==> config.mk <==
export PLATFORM = sky130hd
export DESIGN_NAME = cbtx_top
export DESIGN_NICKNAME = d
export VERILOG_FILES = /design/src/design/cbtx_pkg.sv /design/src/design/cbtx_pick.sv /design/src/design/cbtx_top.sv
export SDC_FILE = /design/constraint.sdc
export NUM_CORES = 1
export LEC_CHECK = 0
export BUFFER_PORTS_ARGS = -buffer_cell sky130_fd_sc_hd__buf_2
export CAP_MARGIN = 15
export CORE_ASPECT_RATIO = 1.1
export CORE_MARGIN = 2
export CORE_UTILIZATION = 40
export CTS_BUF_LIST = sky130_fd_sc_hd__clkbuf_4
export CTS_CLUSTER_DIAMETER = 200
export DETAILED_ROUTE_END_ITERATION = 10
export GPL_ROUTABILITY_DRIVEN = 0
export SKIP_LAST_GASP = 1
export SYNTH_ARGS = -nofsm -noshare
export SYNTH_HDL_FRONTEND = slang
export SYNTH_HIERARCHICAL = 1
export SYNTH_SLANG_ARGS = --single-unit
==> constraint.sdc <==
create_clock -name ref_clk_in -period 5.85 [get_ports ref_clk_in]
set_clock_uncertainty 0.15 [all_clocks]
set_input_delay 0.2925 -clock ref_clk_in [delete_from_list [all_inputs] [get_ports ref_clk_in]]
set_output_delay 0.2925 -clock ref_clk_in [all_outputs]
set_load 0.02 [all_outputs]
==> src/design/cbtx_pkg.sv <==
// Package of register offsets, reset values and widths for the buffer transmit-request block.
`default_nettype none
package cbtx_pkg;
	localparam int          NUM_BUF          = 8;
	localparam logic [7:0]  OFS_ID_FORMAT    = 8'h00;
	localparam logic [7:0]  OFS_TX_REQUEST   = 8'h04;
	localparam logic [7:0]  OFS_ENABLE       = 8'h08;
	localparam logic [7:0]  OFS_CANCEL       = 8'h0C;
	localparam logic [7:0]  OFS_FRAME_TYPE   = 8'h10;
	localparam logic [7:0]  OFS_REMOTE_WAIT  = 8'h14;
	localparam logic [7:0]  OFS_RX_REMOTE    = 8'h18;
	localparam logic [7:0]  OFS_CTRL         = 8'h1C;
	localparam logic [7:0]  RST_ID_FORMAT    = 8'h00;
	localparam logic [7:0]  RST_TX_REQUEST   = 8'h00;
	localparam logic [7:0]  RST_ENABLE       = 8'h00;
	localparam logic [7:0]  RST_FRAME_TYPE   = 8'h00;
	localparam logic [7:0]  RST_REMOTE_WAIT  = 8'h00;
	localparam logic [7:0]  RST_RX_REMOTE    = 8'h00;
	localparam int          CTRL_RMW_BIT     = 0;
	localparam logic [31:0] UNMAPPED_READ    = 32'h0000_0000;
endpackage : cbtx_pkg
`default_nettype wire

==> src/design/cbtx_pick.sv <==
// Lowest-numbered eligible buffer picker.
`default_nettype none
module cbtx_pick #(
	parameter int N = 8
) (
	input  wire logic [N-1:0]         eligible_in,
	output logic                      found_out,
	output logic [$clog2(N)-1:0]      index_out
);
	always_comb
	begin
		found_out = 1'b0;
		index_out = '0;
		for (int i = N - 1; i >= 0; i--)
		begin
			if (eligible_in[i])
			begin
				found_out = 1'b1;
				index_out = i[$clog2(N)-1:0];
			end
		end
	end
endmodule : cbtx_pick
`default_nettype wire

==> src/design/cbtx_top.sv <==
// Per-buffer identifier format and transmit-request control with a Wishbone slave.
`default_nettype none
module cbtx_top #(
	parameter int N = 8
) (
	input  wire logic                 ref_clk_in,
	input  wire logic                 nrst_in,
	input  wire logic                 wb_cyc_in,
	input  wire logic                 wb_stb_in,
	input  wire logic                 wb_we_in,
	input  wire logic [7:0]           wb_adr_in,
	input  wire logic [3:0]           wb_sel_in,
	input  wire logic [31:0]          wb_dat_in,
	output logic [31:0]               wb_dat_out,
	output logic                      wb_ack_out,
	input  wire logic                 tx_busy_in,
	input  wire logic                 tx_done_in,
	input  wire logic [$clog2(N)-1:0] tx_done_idx_in,
	input  wire logic                 rx_remote_in,
	input  wire logic [$clog2(N)-1:0] rx_remote_idx_in,
	output logic                      tx_start_out,
	output logic [$clog2(N)-1:0]      tx_idx_out,
	output logic                      tx_remote_out,
	output logic                      tx_ext_id_out,
	output logic [N-1:0]              buffer_enable_bit_out,
	output logic [N-1:0]              id_length_select_bits_out
);
	// ****************************************
	// Bus decode
	// ****************************************
	localparam int IW = $clog2(N);
	logic          acc;
	logic          wr;
	logic          rmw_q;
	logic [N-1:0]  id_fmt_q;
	logic [N-1:0]  send_pending_q;
	logic [N-1:0]  enable_q;
	logic [N-1:0]  frame_type_q;
	logic [N-1:0]  remote_wait_q;
	logic [N-1:0]  rx_remote_q;
	logic [N-1:0]  wdat;
	logic [N-1:0]  set_req;
	logic [N-1:0]  cancel;
	logic [N-1:0]  done_clr;
	logic [N-1:0]  rx_set;
	logic [N-1:0]  eligible;
	logic          found;
	logic [IW-1:0] pick_idx;
	logic          in_flight;
	logic [IW-1:0] cur_idx_q;
	logic          wr_fmt;
	logic          wr_req;
	logic          wr_en;
	logic          wr_can;
	logic          wr_type;
	logic          wr_wait;
	logic          wr_rxr;
	logic          wr_ctrl;
	logic [N-1:0]  req_clr;
	logic [N-1:0]  rx_clr;
	logic [31:0]   rd_word;

	typedef enum logic [0:0] {
		ST_IDLE,
		ST_SENDING
	} cbtx_launch_t;
	cbtx_launch_t  launch_q;

	// A request is taken when cyc and stb first meet; it is answered one cycle later.
	assign acc  = wb_cyc_in && wb_stb_in && !wb_ack_out;
	// Writes land on the edge at which the master sees ack, so both sides agree
	// on the cycle in which a register changes.
	assign wr   = wb_cyc_in && wb_stb_in && wb_ack_out && wb_we_in && wb_sel_in[0];
	assign wdat = wb_dat_in[N-1:0];

	// ****************************************
	// Write strobes
	// ****************************************
	assign wr_fmt  = wr && wb_adr_in == cbtx_pkg::OFS_ID_FORMAT;
	assign wr_req  = wr && wb_adr_in == cbtx_pkg::OFS_TX_REQUEST;
	assign wr_en   = wr && wb_adr_in == cbtx_pkg::OFS_ENABLE;
	assign wr_can  = wr && wb_adr_in == cbtx_pkg::OFS_CANCEL;
	assign wr_type = wr && wb_adr_in == cbtx_pkg::OFS_FRAME_TYPE;
	assign wr_wait = wr && wb_adr_in == cbtx_pkg::OFS_REMOTE_WAIT;
	assign wr_rxr  = wr && wb_adr_in == cbtx_pkg::OFS_RX_REMOTE;
	assign wr_ctrl = wr && wb_adr_in == cbtx_pkg::OFS_CTRL;

	always_ff @(posedge ref_clk_in or negedge nrst_in)
	begin
		if (!nrst_in)
			wb_ack_out <= 1'b0;
		else
			wb_ack_out <= acc;
	end

	// ****************************************
	// Software-owned registers
	// ****************************************
	// Format changes are not blocked while enabled; keeping them safe is software's job.
	always_ff @(posedge ref_clk_in or negedge nrst_in)
	begin
		if (!nrst_in)
			id_fmt_q <= N'(cbtx_pkg::RST_ID_FORMAT);
		else if (wr_fmt)
			id_fmt_q <= wdat;
	end

	always_ff @(posedge ref_clk_in or negedge nrst_in)
	begin
		if (!nrst_in)
			enable_q <= N'(cbtx_pkg::RST_ENABLE);
		else if (wr_en)
			enable_q <= wdat;
	end

	always_ff @(posedge ref_clk_in or negedge nrst_in)
	begin
		if (!nrst_in)
			frame_type_q <= N'(cbtx_pkg::RST_FRAME_TYPE);
		else if (wr_type)
			frame_type_q <= wdat;
	end

	always_ff @(posedge ref_clk_in or negedge nrst_in)
	begin
		if (!nrst_in)
			remote_wait_q <= N'(cbtx_pkg::RST_REMOTE_WAIT);
		else if (wr_wait)
			remote_wait_q <= wdat;
	end

	always_ff @(posedge ref_clk_in or negedge nrst_in)
	begin
		if (!nrst_in)
			rmw_q <= 1'b0;
		else if (wr_ctrl)
			rmw_q <= wb_dat_in[cbtx_pkg::CTRL_RMW_BIT];
	end

	// ****************************************
	// Per-buffer request, cancel and remote flags
	// ****************************************
	assign set_req = wr_req ? wdat : '0;
	assign cancel  = wr_can ? wdat : '0;

	genvar g;
	generate
		for (g = 0; g < N; g++)
		begin : g_buf
			assign done_clr[g] = tx_done_in && tx_done_idx_in == IW'(g);
			assign rx_set[g]   = rx_remote_in && rx_remote_idx_in == IW'(g)
				&& enable_q[g];
			// Completion and cancel both beat a software set landing in the same cycle.
			assign req_clr[g]  = done_clr[g] || cancel[g];
			// Software can only clear the received-remote flag; a new arrival still wins.
			assign rx_clr[g]   = done_clr[g] || (wr_rxr && !wdat[g]);
			// A wait-enabled data request sends only after a remote frame arrives.
			assign eligible[g] = send_pending_q[g] && enable_q[g]
				&& (!remote_wait_q[g] || frame_type_q[g] || rx_remote_q[g]);

			always_ff @(posedge ref_clk_in or negedge nrst_in)
			begin
				if (!nrst_in)
					send_pending_q[g] <= cbtx_pkg::RST_TX_REQUEST[g];
				else if (req_clr[g])
					send_pending_q[g] <= 1'b0;
				else if (set_req[g])
					send_pending_q[g] <= 1'b1;
			end

			// A received remote frame is consumed when the answering send completes.
			always_ff @(posedge ref_clk_in or negedge nrst_in)
			begin
				if (!nrst_in)
					rx_remote_q[g] <= cbtx_pkg::RST_RX_REMOTE[g];
				else if (rx_set[g])
					rx_remote_q[g] <= 1'b1;
				else if (rx_clr[g])
					rx_remote_q[g] <= 1'b0;
			end
		end
	endgenerate

	// ****************************************
	// Arbitration and launch
	// ****************************************
	cbtx_pick #(
		.N(N)
	) u_pick (
		.eligible_in (eligible),
		.found_out   (found),
		.index_out   (pick_idx)
	);

	always_ff @(posedge ref_clk_in or negedge nrst_in)
	begin
		if (!nrst_in)
		begin
			launch_q  <= ST_IDLE;
			cur_idx_q <= '0;
		end
		else
		begin
			unique case (launch_q)
				ST_IDLE:
				begin
					if (!tx_busy_in && found)
					begin
						launch_q  <= ST_SENDING;
						cur_idx_q <= pick_idx;
					end
				end
				ST_SENDING:
				begin
					// Cancelling the request in flight frees the launcher one cycle after its pending bit clears.
					if (tx_done_in || !send_pending_q[cur_idx_q])
						launch_q <= ST_IDLE;
				end
			endcase
		end
	end

	assign in_flight = launch_q == ST_SENDING;

	// ****************************************
	// Launch outputs
	// ****************************************

	always_ff @(posedge ref_clk_in or negedge nrst_in)
	begin
		if (!nrst_in)
		begin
			tx_start_out  <= 1'b0;
			tx_idx_out    <= '0;
			tx_remote_out <= 1'b0;
			tx_ext_id_out <= 1'b0;
		end
		else
		begin
			tx_start_out <= !in_flight && !tx_busy_in && found;
			if (!in_flight && found)
			begin
				tx_idx_out    <= pick_idx;
				tx_remote_out <= frame_type_q[pick_idx];
				tx_ext_id_out <= id_fmt_q[pick_idx];
			end
		end
	end

	// ****************************************
	// Level outputs
	// ****************************************
	assign buffer_enable_bit_out     = enable_q;
	assign id_length_select_bits_out = id_fmt_q;

	// ****************************************
	// Read path
	// ****************************************
	// Cancel is write-only and, like any unmapped offset, reads as zero.
	always_comb
	begin
		rd_word = cbtx_pkg::UNMAPPED_READ;
		unique case (wb_adr_in)
			cbtx_pkg::OFS_ID_FORMAT:   rd_word = {{(32-N){1'b0}}, id_fmt_q};
			cbtx_pkg::OFS_TX_REQUEST:  rd_word = rmw_q ? {{(32-N){1'b0}}, {N{1'b1}}}
				: {{(32-N){1'b0}}, send_pending_q};
			cbtx_pkg::OFS_ENABLE:      rd_word = {{(32-N){1'b0}}, enable_q};
			cbtx_pkg::OFS_FRAME_TYPE:  rd_word = {{(32-N){1'b0}}, frame_type_q};
			cbtx_pkg::OFS_REMOTE_WAIT: rd_word = {{(32-N){1'b0}}, remote_wait_q};
			cbtx_pkg::OFS_RX_REMOTE:   rd_word = {{(32-N){1'b0}}, rx_remote_q};
			cbtx_pkg::OFS_CTRL:        rd_word = {31'h0000_0000, rmw_q};
			default:                   rd_word = cbtx_pkg::UNMAPPED_READ;
		endcase
	end

	// Read data is captured with the request and stands until the next read.
	always_ff @(posedge ref_clk_in or negedge nrst_in)
	begin
		if (!nrst_in)
			wb_dat_out <= cbtx_pkg::UNMAPPED_READ;
		else if (acc && !wb_we_in)
			wb_dat_out <= rd_word;
	end
endmodule : cbtx_top
`default_nettype wire

==> results summary, run 1 <==
The worst setup path is captured at a register. The number of antenna violations at the first check in global routing came to 0. The setup slack after layout is 3.14 ns. The number of distinct library cells after synthesis is 59. The transition time at the pin with the least slew margin is 0.858 ns. Measured against its own limit, the worst slew margin works out to 42.8%. The routed wirelength normalized by instance count came out at 18.6 um. In this run the deepest clock path goes through 2 buffers.

The number of setup buffers added after CTS is 0. The number of global-route vias before repair came out at 2862. The clock network accounts for 34.4% of the total power. For this block, the routed nets add up to between 9 and 10 mm of wire. The sequential fraction of design power came out at ~56%. The final hold violation count came out at 0. The clock sink count is 68. The cell area after synthesis is 3900 um^2. The number of DRC markers in iteration 0 is 122. The clock latency on the worst-skew pair is 0.42 ns. Entering global routing, the biggest net connects 69 pins. The peak fanout along the critical path came out at 5. The number of placed instances, taps included is between 500 and 600.

The library cell with the largest summed area after synthesis is sky130_fd_sc_hd__dfrtp_1. The share of final-layout standard cells stronger than drive strength 1 came out at 34.7%. The worst IR drop on VDD came out at 91.5 uV. The remaining antenna violation count after routing came out at 0.

Global routing finished with a remaining overflow of 0. The endpoint required time on the critical path is around 6.0 ns. The post-synthesis to final-layout area growth is 13.9%. The cell-internal power is 0.621 mW.

Sorting the synthesized cells by area gives the leading types as sky130_fd_sc_hd__dfrtp_1, sky130_fd_sc_hd__mux2_2, sky130_fd_sc_hd__buf_4, sky130_fd_sc_hd__mux4_2, sky130_fd_sc_hd__mux2i_1. Timing analysis after detailed placement gives a worst setup slack of 2.74 ns. Summing internal, switching and leakage power gives approximately 0.84 mW. Averaged over all synthesized cells, the footprint is 11.6 um^2. The number of input and output port buffers inserted came out at 61. The TritonCTS buffer count came out at 9. For this design the static power due to leakage is 2.18 nW. The highest achievable clock rate is 0.369 GHz. Dividing the detail-routed via count by the number of cells gives 5.58. The half-perimeter wire length of the detailed placement result is 7.47 mm. The Yosys step of the flow raised 6 warnings. The wire length of the first global-routing pass came out at 16.1 mm.

The switching component of the power came out at 0.220 mW. Across all layers, the routed design uses just under 3000 vias. The top cell type by area accounts for around 44% of the synthesized area. The combinational power share is 9.5%.

The H-tree generated during clock tree synthesis spans 3 levels. The clock tree root driver cell is sky130_fd_sc_hd__clkbuf_4. Data arrives at the worst endpoint at 2.85 ns. The commonest register cell after synthesis is sky130_fd_sc_hd__dfrtp_1. The I/O pin count is 113. The worst hold slack after final layout came out at 0.0122 ns.

The fraction of the yosys area taken by sequential cells came out at 43.7%. The power density over cell area came out at 190 nW/um^2. The final clock period utilization by the worst path came out at between 40% and 50%. The number of cells on the worst reg-to-reg path is 8. The layout filler cell count came out at 925. The number of cells produced by synthesis came out at around 340. The count of flip-flops with a built-in enable after synthesis is 0. The number of detailed-routing iterations run before antenna repair is 4.

Setup repair after global routing left no endpoint under its margin. The floorplan die area is around 11000 um^2. The total number of placement rows came out at 37. The run finished with clean final reports. For this run, design rule violations remaining after detail routing come to 0. The worst setup path is of the reg2reg kind. In this run the worst hold path is classified as in2reg. In this run the vertical extent of the chip is 108 um. The diode insertion count for antenna repair came out at 0.

The kind of launch point of the worst setup path is a register. For this run, the post-layout net count is 470. The count of cells along the worst hold path came out at 2.

The post-synthesis async set-or-reset flop share is 100%. The final-report max-slew violation count came out at 0. The final number of setup-violating endpoints is 0. Counting flops and latches in the post-synthesis netlist gives 68.

For this run, the total global-route usage over all layers was measured as 20.2%. The initial utilization of the core area, before any placement, comes to 41.5%. The standard cell core area came out at roughly 9400 um^2. The number of non-filler instances in the completed layout came out at 532.

Clock-pin slew was measured on the worst setup and hold paths at 0.10 ns. The TritonCTS clock tree is done. Setup total negative slack on the finished layout was measured at 0 ns. The switching portion of total power is 26.1%. Across the run, the number of max-cap violations was 0. From left edge to right edge, the die measures 98.1 um. The final critical path time including I/O delays and setup came out at 2.71 ns.
[placed cells by master (no fill, tap or decap), drive strengths merged, types with 6 or more instances in the layout]
master / instances
a31oi: 8
nor2: 18
a211oi: 13
o21ai: 15
o22ai: 6
mux2: 39
conb: 24
nor3: 10
nand2: 24
mux4: 9
buf: 64
dlygate4sd3: 10
dfrtp: 68
o311a: 11
o221ai: 6
inv: 10
clkbuf: 10
nand2b: 6
mux2i: 12
[area by class of cell]
type	instances	area, um^2	share of cell area (%)
Clock buffer	10	75.1	1.69
Clock inverter	4	42.5	0.959
Inverter	10	37.5	0.846
Multi-Input combinational cell	249	2010	45.3
Sequential cell	68	1700	38.4
Tap cell	117	146	3.30
Timing Repair Buffer	74	425	9.59
[worst max-delay path, stage by stage, from the launching register on]
cell and delay (ns):
sky130_fd_sc_hd__dfrtp_1 0.42, sky130_fd_sc_hd__o311a_1 0.40, sky130_fd_sc_hd__nor2_1 0.11, sky130_fd_sc_hd__o21ai_0 0.10, sky130_fd_sc_hd__a211oi_1 0.36, sky130_fd_sc_hd__buf_2 0.27
sky130_fd_sc_hd__mux4_2 0.51, sky130_fd_sc_hd__mux2i_1 0.18, sky130_fd_sc_hd__o21ai_0 0.10
[routing by layer]
| metal | part of all wire [%] | track usage [%] | wire (um) | up-vias |
|---|---|---|---|---|
| met2 | 49 | 32.3 | 4810 | 80 |
| met5 | 0 | 0 | 0 | - |
| met1 | 46 | 27.5 | 4510 | 1470 |
| li1 | - | - | - | 1410 |
| met3 | 4.6 | 4.81 | 453 | 11 |
| met4 | 1.2 | 5.36 | 115 | 0 |
[synth_stat cells, drive strengths merged (8+ instances only)]
master	n
dfrtp	68
nor2	18
a211oi	13
nor3	10
mux4	9
inv	10
mux2i	12
o21ai	15
mux2	39
buf	30
nand2	24
o311a	11
a31oi	8
[worst paths after layout]
check / start / endpoint / slack (ns)
worst max-delay path: rx_remote_q[5]$_DFFE_PN0P_ / tx_remote_out$_DFFE_PN0P_ / 3.14
worst min-delay path: wb_dat_in[6] / send_pending_q[6]$_DFFE_PN0P_ / 0.01
worst max register to register: rx_remote_q[5]$_DFFE_PN0P_ / tx_remote_out$_DFFE_PN0P_ / 3.14
worst min register to register: wb_dat_out[2]$_DFFE_PN0P_ / wb_dat_out[2]$_DFFE_PN0P_ / 0.33
max in group asynchronous: nrst_in / rx_remote_q[6]$_DFFE_PN0P_ / 4.55
min in group asynchronous: nrst_in / send_pending_q[0]$_DFFE_PN0P_ / 0.45
[what timing repair did]
| action | CTS | global route |
|---|---|---|
| hold endpoints to repair | 76 | 0 |
| resized for setup | 0 | 0 |
| hold buffers | 10 | 0 |
[sequential cells by signal, indices dropped and copies added, names as in the netlist]
register	cells
buffer_enable_bit_out	8
wb_dat_out	8
rmw_q	1
tx_ext_id_out	1
send_pending_q	8
rx_remote_q	8
wb_ack_out	1
remote_wait_q	8
tx_start_out	1
id_length_select_bits_out	8
tx_idx_out	3
in_flight	1
tx_remote_out	1
cur_idx_q	3
frame_type_q	8
[power by group through the flow]
stage / clock network (mW) / logic (mW) / registers [mW]
global placement: 0 / 0.0757 / 0.481
floorplan: 0 / 0.0529 / 0.482
CTS: 0.300 / 0.0809 / 0.472
detailed placement: 0 / 0.0762 / 0.481
finish: 0.289 / 0.0802 / 0.472
global route: 0.325 / 0.0894 / 0.473
[stage by stage]
step	util (%)	instance area (um^2)
2_1_floorplan	-	3980
3_3_place_gp	44.8	4210
3_5_place_dp	44.8	4210
4_1_cts	47.2	4430
5_1_grt	47.2	4440
6_report	47.2	4440
[logic make-up (layout without fill, tap and decap cells)]
family | after synthesis | after routing | synth area share, %
compound gates | 71 | 71 | 13.5
buf+inv | 43 | 98 | 7.00
flops | 68 | 68 | 43.7
mux | 60 | 60 | 19.6
other cells | 1 | 24 | 0.0962
simple gates | 94 | 94 | 16.2
No activity file was read; power rests on OpenSTA's default activity.
==> run 2: changes to the inputs <==
--- a/config.mk
+++ b/config.mk
@@ -5,6 +5,7 @@
 export SDC_FILE = /design/constraint.sdc
 export NUM_CORES = 1
 export LEC_CHECK = 0
+export ABC_AREA = 1
 export BUFFER_PORTS_ARGS = -buffer_cell sky130_fd_sc_hd__buf_2
 export CAP_MARGIN = 15
 export CORE_ASPECT_RATIO = 1.1
==> constraint.sdc (replaced) <==
create_clock -name ref_clk_in -period 2.7 [get_ports ref_clk_in]
set_clock_uncertainty 0.15 [all_clocks]
set_input_delay 0.135 -clock ref_clk_in [delete_from_list [all_inputs] [get_ports ref_clk_in]]
set_output_delay 0.135 -clock ref_clk_in [all_outputs]
set_load 0.02 [all_outputs]
==> results summary, run 2 <==
The number of setup buffers added after CTS is 0 (unchanged). The wire length of the first global-routing pass came out at 19.0 mm (was 16.1 mm). Crit path cell chain: dlygate4sd3_1 > buf_2 > nand2_1 > dlygate4sd3_1 > nor2_1 > nand3_4 > o21ai_1 > a21oi_1 > dlygate4sd3_1 (was o311a_1 > nor2_1 > o21ai_0 > a211oi_1 > buf_2 > mux4_2 > mux2i_1 > o21ai_0).

The number of global-route vias before repair came out at 3763 (was 2862). The number of input and output port buffers inserted came out at 61 (unchanged). The number of H-tree branching levels came out at 3 (unchanged). The library cell appearing most often on the critical path is sky130_fd_sc_hd__dlygate4sd3_1 (was sky130_fd_sc_hd__o21ai_0). The sum of internal, switching and leakage power is 1.88 mW (was 0.841 mW). The total of flip-flops plus latches after synthesis was 68 (unchanged). The kind of end point of the critical path is a register (unchanged). The I/O pin count came out at 113 (unchanged).

The number of violations of the max-capacitance limit is 0 (unchanged). The clock sink count came out at 68 (unchanged). The endpoint with the worst hold slack was send_pending_q[6]$_DFFE_PN0P_ (unchanged). The register cell area after layout came to 1700 um^2 (unchanged). The end of the worst register-to-register path is send_pending_q[3]$_DFFE_PN0P_ (was tx_remote_out$_DFFE_PN0P_). The routed wirelength normalized by instance count was 14.5 um (was 18.6 um). The horizontal die dimension is 99.6 um (was 98.1 um).

The commonest register cell after synthesis is sky130_fd_sc_hd__dfrtp_1 (unchanged). The final number of setup-violating endpoints is 0 (unchanged). The critical path's slowest cell is sky130_fd_sc_hd__dlygate4sd3_1 (was sky130_fd_sc_hd__mux4_2). The worst IR drop on VDD came to 212 uV (was 91.5 uV).

The total number of placement rows is 38 (was 37). The total leakage power came out at 2.59 nW (was 2.18 nW). The final-report max-slew violation count came to 0 (unchanged).

The library cell with the largest summed area after synthesis is sky130_fd_sc_hd__dfrtp_1 (unchanged). The endpoint required time on the critical path came out at 2.86 ns (was 6.00 ns). The number of distinct library cells after synthesis came out at 27 (was 59). Leading cell types in the layout, fill and taps excluded: sky130_fd_sc_hd__nand2_1, sky130_fd_sc_hd__inv_1, sky130_fd_sc_hd__dfrtp_1 (was sky130_fd_sc_hd__dfrtp_1, sky130_fd_sc_hd__buf_2, sky130_fd_sc_hd__mux2_2). The buffer levels on the longest clock path is 2 (unchanged).

The post-synthesis async set-or-reset flop share is 100% (unchanged). RSZ-0062 raised after global routing: false (unchanged). The remaining max-slew budget at the tightest pin is 48.9% (was 42.8%). The remaining antenna violation count after routing is 0 (unchanged). The global-route usage over all layers came out at 22.6% (was 20.2%). The initial core utilization is 40.8% (was 41.5%). The setup slack of the most critical reg-to-reg path came out at 0.43 ns (was 3.14 ns). The via count was 3986 (was 2971). The layout filler cell count came out at 975 (was 925). The number of cells produced by synthesis came to 562 (was 337). The number of antenna violations at the first check in global routing came out at 0 (unchanged).

The number of cells on the worst reg-to-reg path is 7 (was 8). The largest net degree at the start of global routing came out at 38 (was 69). The die height came out at 109 um (was 108 um). The number of nets in the finished design is 721 (was 470). The most common cell after layout, fill and taps aside is sky130_fd_sc_hd__nand2_1 (was sky130_fd_sc_hd__dfrtp_1). The clock tree root driver cell is sky130_fd_sc_hd__clkbuf_4 (unchanged). The area occupied by multi-input gates is 1860 um^2 (was 2010 um^2).

The share of final-layout standard cells stronger than drive strength 1 came out at 14.5% (was 34.7%). The standard cell core area is 9840 um^2 (was 9400 um^2). The detailed-route wire length came to 11.4 mm (was 9.89 mm). The count of cells along the worst hold path came out at 5 (was 2). The transition time at the pin with the least slew margin came to 0.767 ns (was 0.858 ns). The kind of launch point of the worst setup path is a primary input (was register). The post-synthesis to final-layout area growth came out at 20.8% (was 13.9%).

Synth area leaders: sky130_fd_sc_hd__dfrtp_1, sky130_fd_sc_hd__nand2_1, sky130_fd_sc_hd__inv_1, sky130_fd_sc_hd__nand3_1, sky130_fd_sc_hd__buf_4 (was sky130_fd_sc_hd__dfrtp_1, sky130_fd_sc_hd__mux2_2, sky130_fd_sc_hd__buf_4, sky130_fd_sc_hd__mux4_2, sky130_fd_sc_hd__mux2i_1). The total of warnings raised by yosys came to 6 (unchanged). The type of the worst setup path was in2reg (was reg2reg). The half-perimeter wire length of the detailed placement result came out at 8.34 mm (was 7.47 mm).

The final global-route overflow total is 0 (unchanged). The final clock period utilization by the worst path is 92.2%. The final hold violation count came out at 0 (unchanged). The final critical path time including I/O delays and setup came out at 2.49 ns. The delay of the slowest cell on the worst path is 0.56 ns (was 0.51 ns).

The clock latency on the worst-skew pair came to 0.43 ns (was 0.42 ns). The DRC violation count after routing is 0 (unchanged). The power density over cell area is 388 nW/um^2 (was 190 nW/um^2). The most instantiated library cell after synthesis is sky130_fd_sc_hd__nand2_1 (was sky130_fd_sc_hd__dfrtp_1).

The count of flip-flops with a built-in enable after synthesis came out at 0 (unchanged). The clock transition at the registers of the reported paths is 0.11 ns (was 0.10 ns). The share of the synthesized area in the top cell type came to 42.3% (was 43.7%). The diode insertion count for antenna repair is 0 (unchanged). The TritonCTS clock tree is done (unchanged). The floorplan die area is 10900 um^2 (was 10500 um^2).

The peak fanout along the critical path came to 8 (was 5). The number of DRC markers in iteration 0 is 285 (was 122). The aggregate negative setup slack came to 0 ns (unchanged). Post-synth top cells: sky130_fd_sc_hd__nand2_1, sky130_fd_sc_hd__inv_1, sky130_fd_sc_hd__dfrtp_1 (was sky130_fd_sc_hd__dfrtp_1, sky130_fd_sc_hd__mux2_2, sky130_fd_sc_hd__buf_4). The synthesized area per cell came out at 7.15 um^2 (was 11.6 um^2). The critical path data arrival time is 2.65 ns (was 2.85 ns).

The number of detailed-routing iterations run before antenna repair came out at 5 (was 4). The cell area after synthesis is 4020 um^2 (was 3900 um^2). The per-cell via count in the routed design came to 5.06 (was 5.58). The highest achievable clock rate came out at 0.402 GHz. The fraction of the yosys area taken by sequential cells is 42.3% (was 43.7%). The worst min-delay path class is in2reg (unchanged).

The start point of the critical path is wb_adr_in[3] (was rx_remote_q[5]$_DFFE_PN0P_). The start point of the worst hold path is wb_sel_in[0] (was wb_dat_in[6]). Status: finished, final reports clean (unchanged). The TritonCTS buffer count came out at 9 (unchanged). The worst reg2reg path startpoint is wb_ack_out$_DFF_PN0_ (was rx_remote_q[5]$_DFFE_PN0P_).
-- run 2: cell types whose count changed after synthesis, sizes merged, moves of 9 or more --
cell,delta
mux4,-9
inv,+65
mux2i,-12
o21ai,+45
nand2,+134
mux2,-39
a211oi,-13
nand4,+11
nor2,+40
nand3,+56
a21oi,+14
o311a,-11
-- run 2: worst max-delay path, delay by kind of cell --
kind                   cells  cell delay, ns
buffers and inverters      4            1.77
and+or+nand+nor            3            0.52
AOI/OAI and AO/OA          2            0.22
-- run 2: routing by layer --
layer	wire length [um]	vias to the layer above	GRT usage, %
li1	-	1958	-
met1	5150	1836	30.4
met2	5250	166	36.0
met3	642	26	3.14
met4	364	0	11.0
met5	0	-	0
-- run 2: logic make-up after synthesis --
family	Yosys count	share of synthesized area, %
AO/OA/AOI/OAI	86	11.3
buffers and inverters	113	13.6
flip-flops	68	42.3
other	1	0.0933
AND/OR/NAND/NOR	294	32.6
-- run 2: how the worst max path moves through the flow --
stage | slack [ns] | to
global placement | 0.55 | tx_ext_id_out$_DFFE_PN0P_
floorplan | 0.73 | tx_remote_out$_DFFE_PN0P_
finish | 0.21 | send_pending_q[3]$_DFFE_PN0P_
global route | 0.13 | send_pending_q[3]$_DFFE_PN0P_
CTS | 0.31 | send_pending_q[2]$_DFFE_PN0P_
detailed placement | 0.52 | cur_idx_q[2]$_DFFE_PN0P_
-- run 2: stage by stage --
step | hold WS [ns] | util, % | area, um^2 | setup WS [ns] | instances
final | 0.0515 | 49.3 | 4860 | 0.210 | 788
after CTS | 0.00636 | 49.3 | 4860 | 0.310 | 788
after floorplan | -0.311 | - | 4110 | 0.729 | 585
after global routing | 0.0407 | 49.3 | 4860 | 0.134 | 788
after detailed placement | 0.112 | 44.3 | 4360 | 0.525 | 735
after global placement | 0.0863 | 44.3 | 4360 | 0.550 | 735
-- run 2: cell type report --
| class | count | share of cell area [%] |
|---|---|---|
| flip-flops and latches | 68 | 35.0 |
| repair buffers | 105 | 15.3 |
| multi-input cells | 404 | 38.2 |
| inverters | 75 | 5.80 |
| well taps | 120 | 3.09 |
| clock buffers | 9 | 1.39 |
| clock inverters | 7 | 1.19 |
-- run 2: where the power goes --
part	internal, mW	switching [mW]	leakage (nW)
Sequential	1.03	0.0101	0.941
Clock	0.269	0.369	0.0659
Combinational	0.0692	0.139	1.58
-- run 2: repair_timing --
action,CTS,global route
hold endpoints to repair,94,0
endpoints found under the setup margin,0,0
hold buffers,37,0
gates resized for setup,0,0
==> run 3: changes to the inputs <==
==> constraint.sdc (replaced) <==
create_clock -name ref_clk_in -period 3.1 [get_ports ref_clk_in]
set_clock_uncertainty 0.15 [all_clocks]
set_input_delay 0.155 -clock ref_clk_in [delete_from_list [all_inputs] [get_ports ref_clk_in]]
set_output_delay 0.155 -clock ref_clk_in [all_outputs]
set_load 0.02 [all_outputs]
==> results summary, run 3 (same netlist as run 2, synthesis figures left out) <==
Status: finished, final reports clean (unchanged). The clock transition at the registers of the reported paths is 0.12 ns (was 0.11 ns). The per-cell via count in the routed design came out at 5.00 (was 5.06).

The clock latency on the worst-skew pair came out at 0.42 ns (was 0.43 ns). The number of violations of the max-capacitance limit came to 0 (unchanged). The TritonCTS buffer count came out at 9 (unchanged). The critical path data arrival time came out at 2.63 ns (was 2.65 ns). The final hold violation count is 0 (unchanged). The total leakage power came out at 2.51 nW (was 2.59 nW). The endpoint required time on the critical path is 3.28 ns (was 2.86 ns). The critical path buffer and inverter count was 3 (was 4). The final clock period utilization by the worst path is ~80%. The wire length of the first global-routing pass is 18.4 mm (was 19.0 mm).

The clock sink count is 68 (unchanged). The remaining antenna violation count after routing is 0 (unchanged). The number of nets in the finished design is 710 (was 721).

The global-route usage over all layers came out at 21.8% (was 22.6%). The aggregate negative setup slack is 0 ns (unchanged). The total number of placement rows came out at 38 (unchanged).

The worst min-delay path class is in2reg (unchanged). The power density over cell area came out at 331 nW/um^2 (was 388 nW/um^2). The number of detailed-routing iterations run before antenna repair came to 5 (unchanged).

The dominant delay contributor by cell family on the critical path is compound AO/OA/AOI/OAI gates (was buffers and inverters). The initial core utilization came to 40.8% (unchanged). The type of the worst setup path is reg2reg (was in2reg). The clock tree root driver cell is sky130_fd_sc_hd__clkbuf_4 (unchanged). RSZ-0062 raised after global routing: false (unchanged). The number of setup buffers added after CTS was 0 (unchanged). Crit path cell chain: o311ai_0 > inv_1 > inv_1 > nand2_1 > a31oi_1 > inv_1 > a21oi_1 > o21ai_0 > nand3_1 > nand3_1 (was dlygate4sd3_1 > buf_2 > nand2_1 > dlygate4sd3_1 > nor2_1 > nand3_4 > o21ai_1 > a21oi_1 > dlygate4sd3_1). The final-report max-slew violation count came to 0 (unchanged). The TritonCTS clock tree is done (unchanged). The final critical path time including I/O delays and setup came out at 2.45 ns. The floorplan die area came out at 10900 um^2 (unchanged). The delay of the slowest cell on the worst path came out at 0.54 ns (was 0.56 ns). The die height is 109 um (unchanged). The post-synthesis to final-layout area growth is 17.6% (was 20.8%).

The I/O pin count came out at 113 (unchanged). The largest net degree at the start of global routing came to 50 (was 38). The final number of setup-violating endpoints came out at 0 (unchanged). Leading cell types in the layout, fill and taps excluded: sky130_fd_sc_hd__nand2_1, sky130_fd_sc_hd__inv_1, sky130_fd_sc_hd__dfrtp_1 (unchanged). The number of global-route vias before repair came out at 3644 (was 3763). The share of final-layout standard cells stronger than drive strength 1 came to 14.9% (was 14.5%). The DRC violation count after routing was 0 (unchanged). The sum of internal, switching and leakage power is 1.56 mW (was 1.88 mW). The number of input and output port buffers inserted came out at 61 (unchanged). The number of antenna violations at the first check in global routing was 0 (unchanged). The library cell appearing most often on the critical path is sky130_fd_sc_hd__inv_1 (was sky130_fd_sc_hd__dlygate4sd3_1).

The diode insertion count for antenna repair came out at 0 (unchanged). The peak fanout along the critical path is 7 (was 8). The kind of launch point of the worst setup path is a register (was primary input). The detailed-route wire length is 11.1 mm (was 11.4 mm). The worst IR drop on VDD is 220 uV (was 212 uV). The buffer levels on the longest clock path is 2 (unchanged). The routed wirelength normalized by instance count was 14.3 um (was 14.5 um). The horizontal die dimension was 99.6 um (unchanged). The via count came out at 3888 (was 3986). The final global-route overflow total is 0 (unchanged).

The standard cell core area is 9840 um^2 (unchanged). The highest achievable clock rate came out at 0.408 GHz. The remaining max-slew budget at the tightest pin is 52.3% (was 48.9%). The number of H-tree branching levels came to 3 (unchanged). The critical path's slowest cell is sky130_fd_sc_hd__a31oi_1 (was sky130_fd_sc_hd__dlygate4sd3_1).

The transition time at the pin with the least slew margin was 0.712 ns (was 0.767 ns). The most common cell after layout, fill and taps aside is sky130_fd_sc_hd__nand2_1 (unchanged). The number of DRC markers in iteration 0 is 293 (was 285). The kind of end point of the critical path is a register (unchanged). The half-perimeter wire length of the detailed placement result was 8.20 mm (was 8.34 mm).
==> run 3: cell count changes in the layout (fill, tap and decap cells not counted) <==
cell                            change
sky130_fd_sc_hd__clkinv_1           -1
sky130_fd_sc_hd__clkbuf_4           +1
sky130_fd_sc_hd__dlygate4sd3_1     -11
sky130_fd_sc_hd__bufinv_16          -1
sky130_fd_sc_hd__clkinvlp_4         +1
==> run 3: metrics by stage <==
step / cells / area (um^2) / hold WS [ns] / utilization (%) / worst slack (ns)
after floorplan: 585 / 4110 / -0.291 / - / 1.13
after global placement: 734 / 4340 / 0.242 / 44.1 / 0.729
after detailed placement: 734 / 4340 / 0.248 / 44.1 / 0.678
after CTS: 776 / 4710 / 0.00670 / 47.8 / 0.664
after global routing: 777 / 4730 / 0.0331 / 48.0 / 0.372
final: 777 / 4730 / 0.0214 / 48.0 / 0.648
==> run 3: area by class of cell <==
| class | count | area (um^2) |
|---|---|---|
| Clock buffer | 10 | 75.1 |
| Clock inverter | 6 | 31.3 |
| Fill cell | 1022 | 5110 |
| Inverter | 75 | 282 |
| Multi-Input combinational cell | 404 | 1860 |
| Sequential cell | 68 | 1700 |
| Tap cell | 120 | 150 |
| Timing Repair Buffer | 94 | 631 |
==> run 3: final timing paths <==
kind | from | to | slack [ns] | depth (start not counted)
min in group asynchronous | nrst_in | send_pending_q[7]$_DFFE_PN0P_ | 0.11 | 2
hold reg to reg | wb_dat_out[4]$_DFFE_PN0P_ | wb_dat_out[4]$_DFFE_PN0P_ | 0.34 | 2
setup / recovery | rx_remote_q[0]$_DFFE_PN0P_ | tx_ext_id_out$_DFFE_PN0P_ | 0.65 | 10
hold / removal | tx_done_idx_in[0] | send_pending_q[7]$_DFFE_PN0P_ | 0.02 | 6
setup reg to reg | rx_remote_q[0]$_DFFE_PN0P_ | tx_ext_id_out$_DFFE_PN0P_ | 0.65 | 10
max in group asynchronous | nrst_in | send_pending_q[2]$_DFFE_PN0P_ | 2.07 | 3
==> run 3: timing repair <==
action / CTS / global route
endpoints found under the hold margin: 110 / 0
hold buffers: 26 / 0
setup endpoints to repair: 0 / 0
resized for setup: 0 / 0
==> run 3: metal layers <==
layer	global-route usage (%)	part of all wire (%)	up-vias
met3	3.91	5.6	17
li1	-	-	1936
met1	29.2	46	1786
met5	0	0	-
met4	7.05	2.2	0
met2	36.0	46	149
==> run 3: where the power goes <==
group	switching, mW	internal [mW]	leakage [nW]	total, mW
combinational	0.120	0.0554	1.51	0.175
clock	0.320	0.164	0.0549	0.484
sequential	0.00905	0.896	0.941	0.905
==> run 3: worst register-to-register path, delay by kind of cell, from the launching register on <==
kind	cells	cell delay, ns
flops	1	0.43
compound gates	4	1.15
buf+inv	3	0.40
simple gates	3	0.22
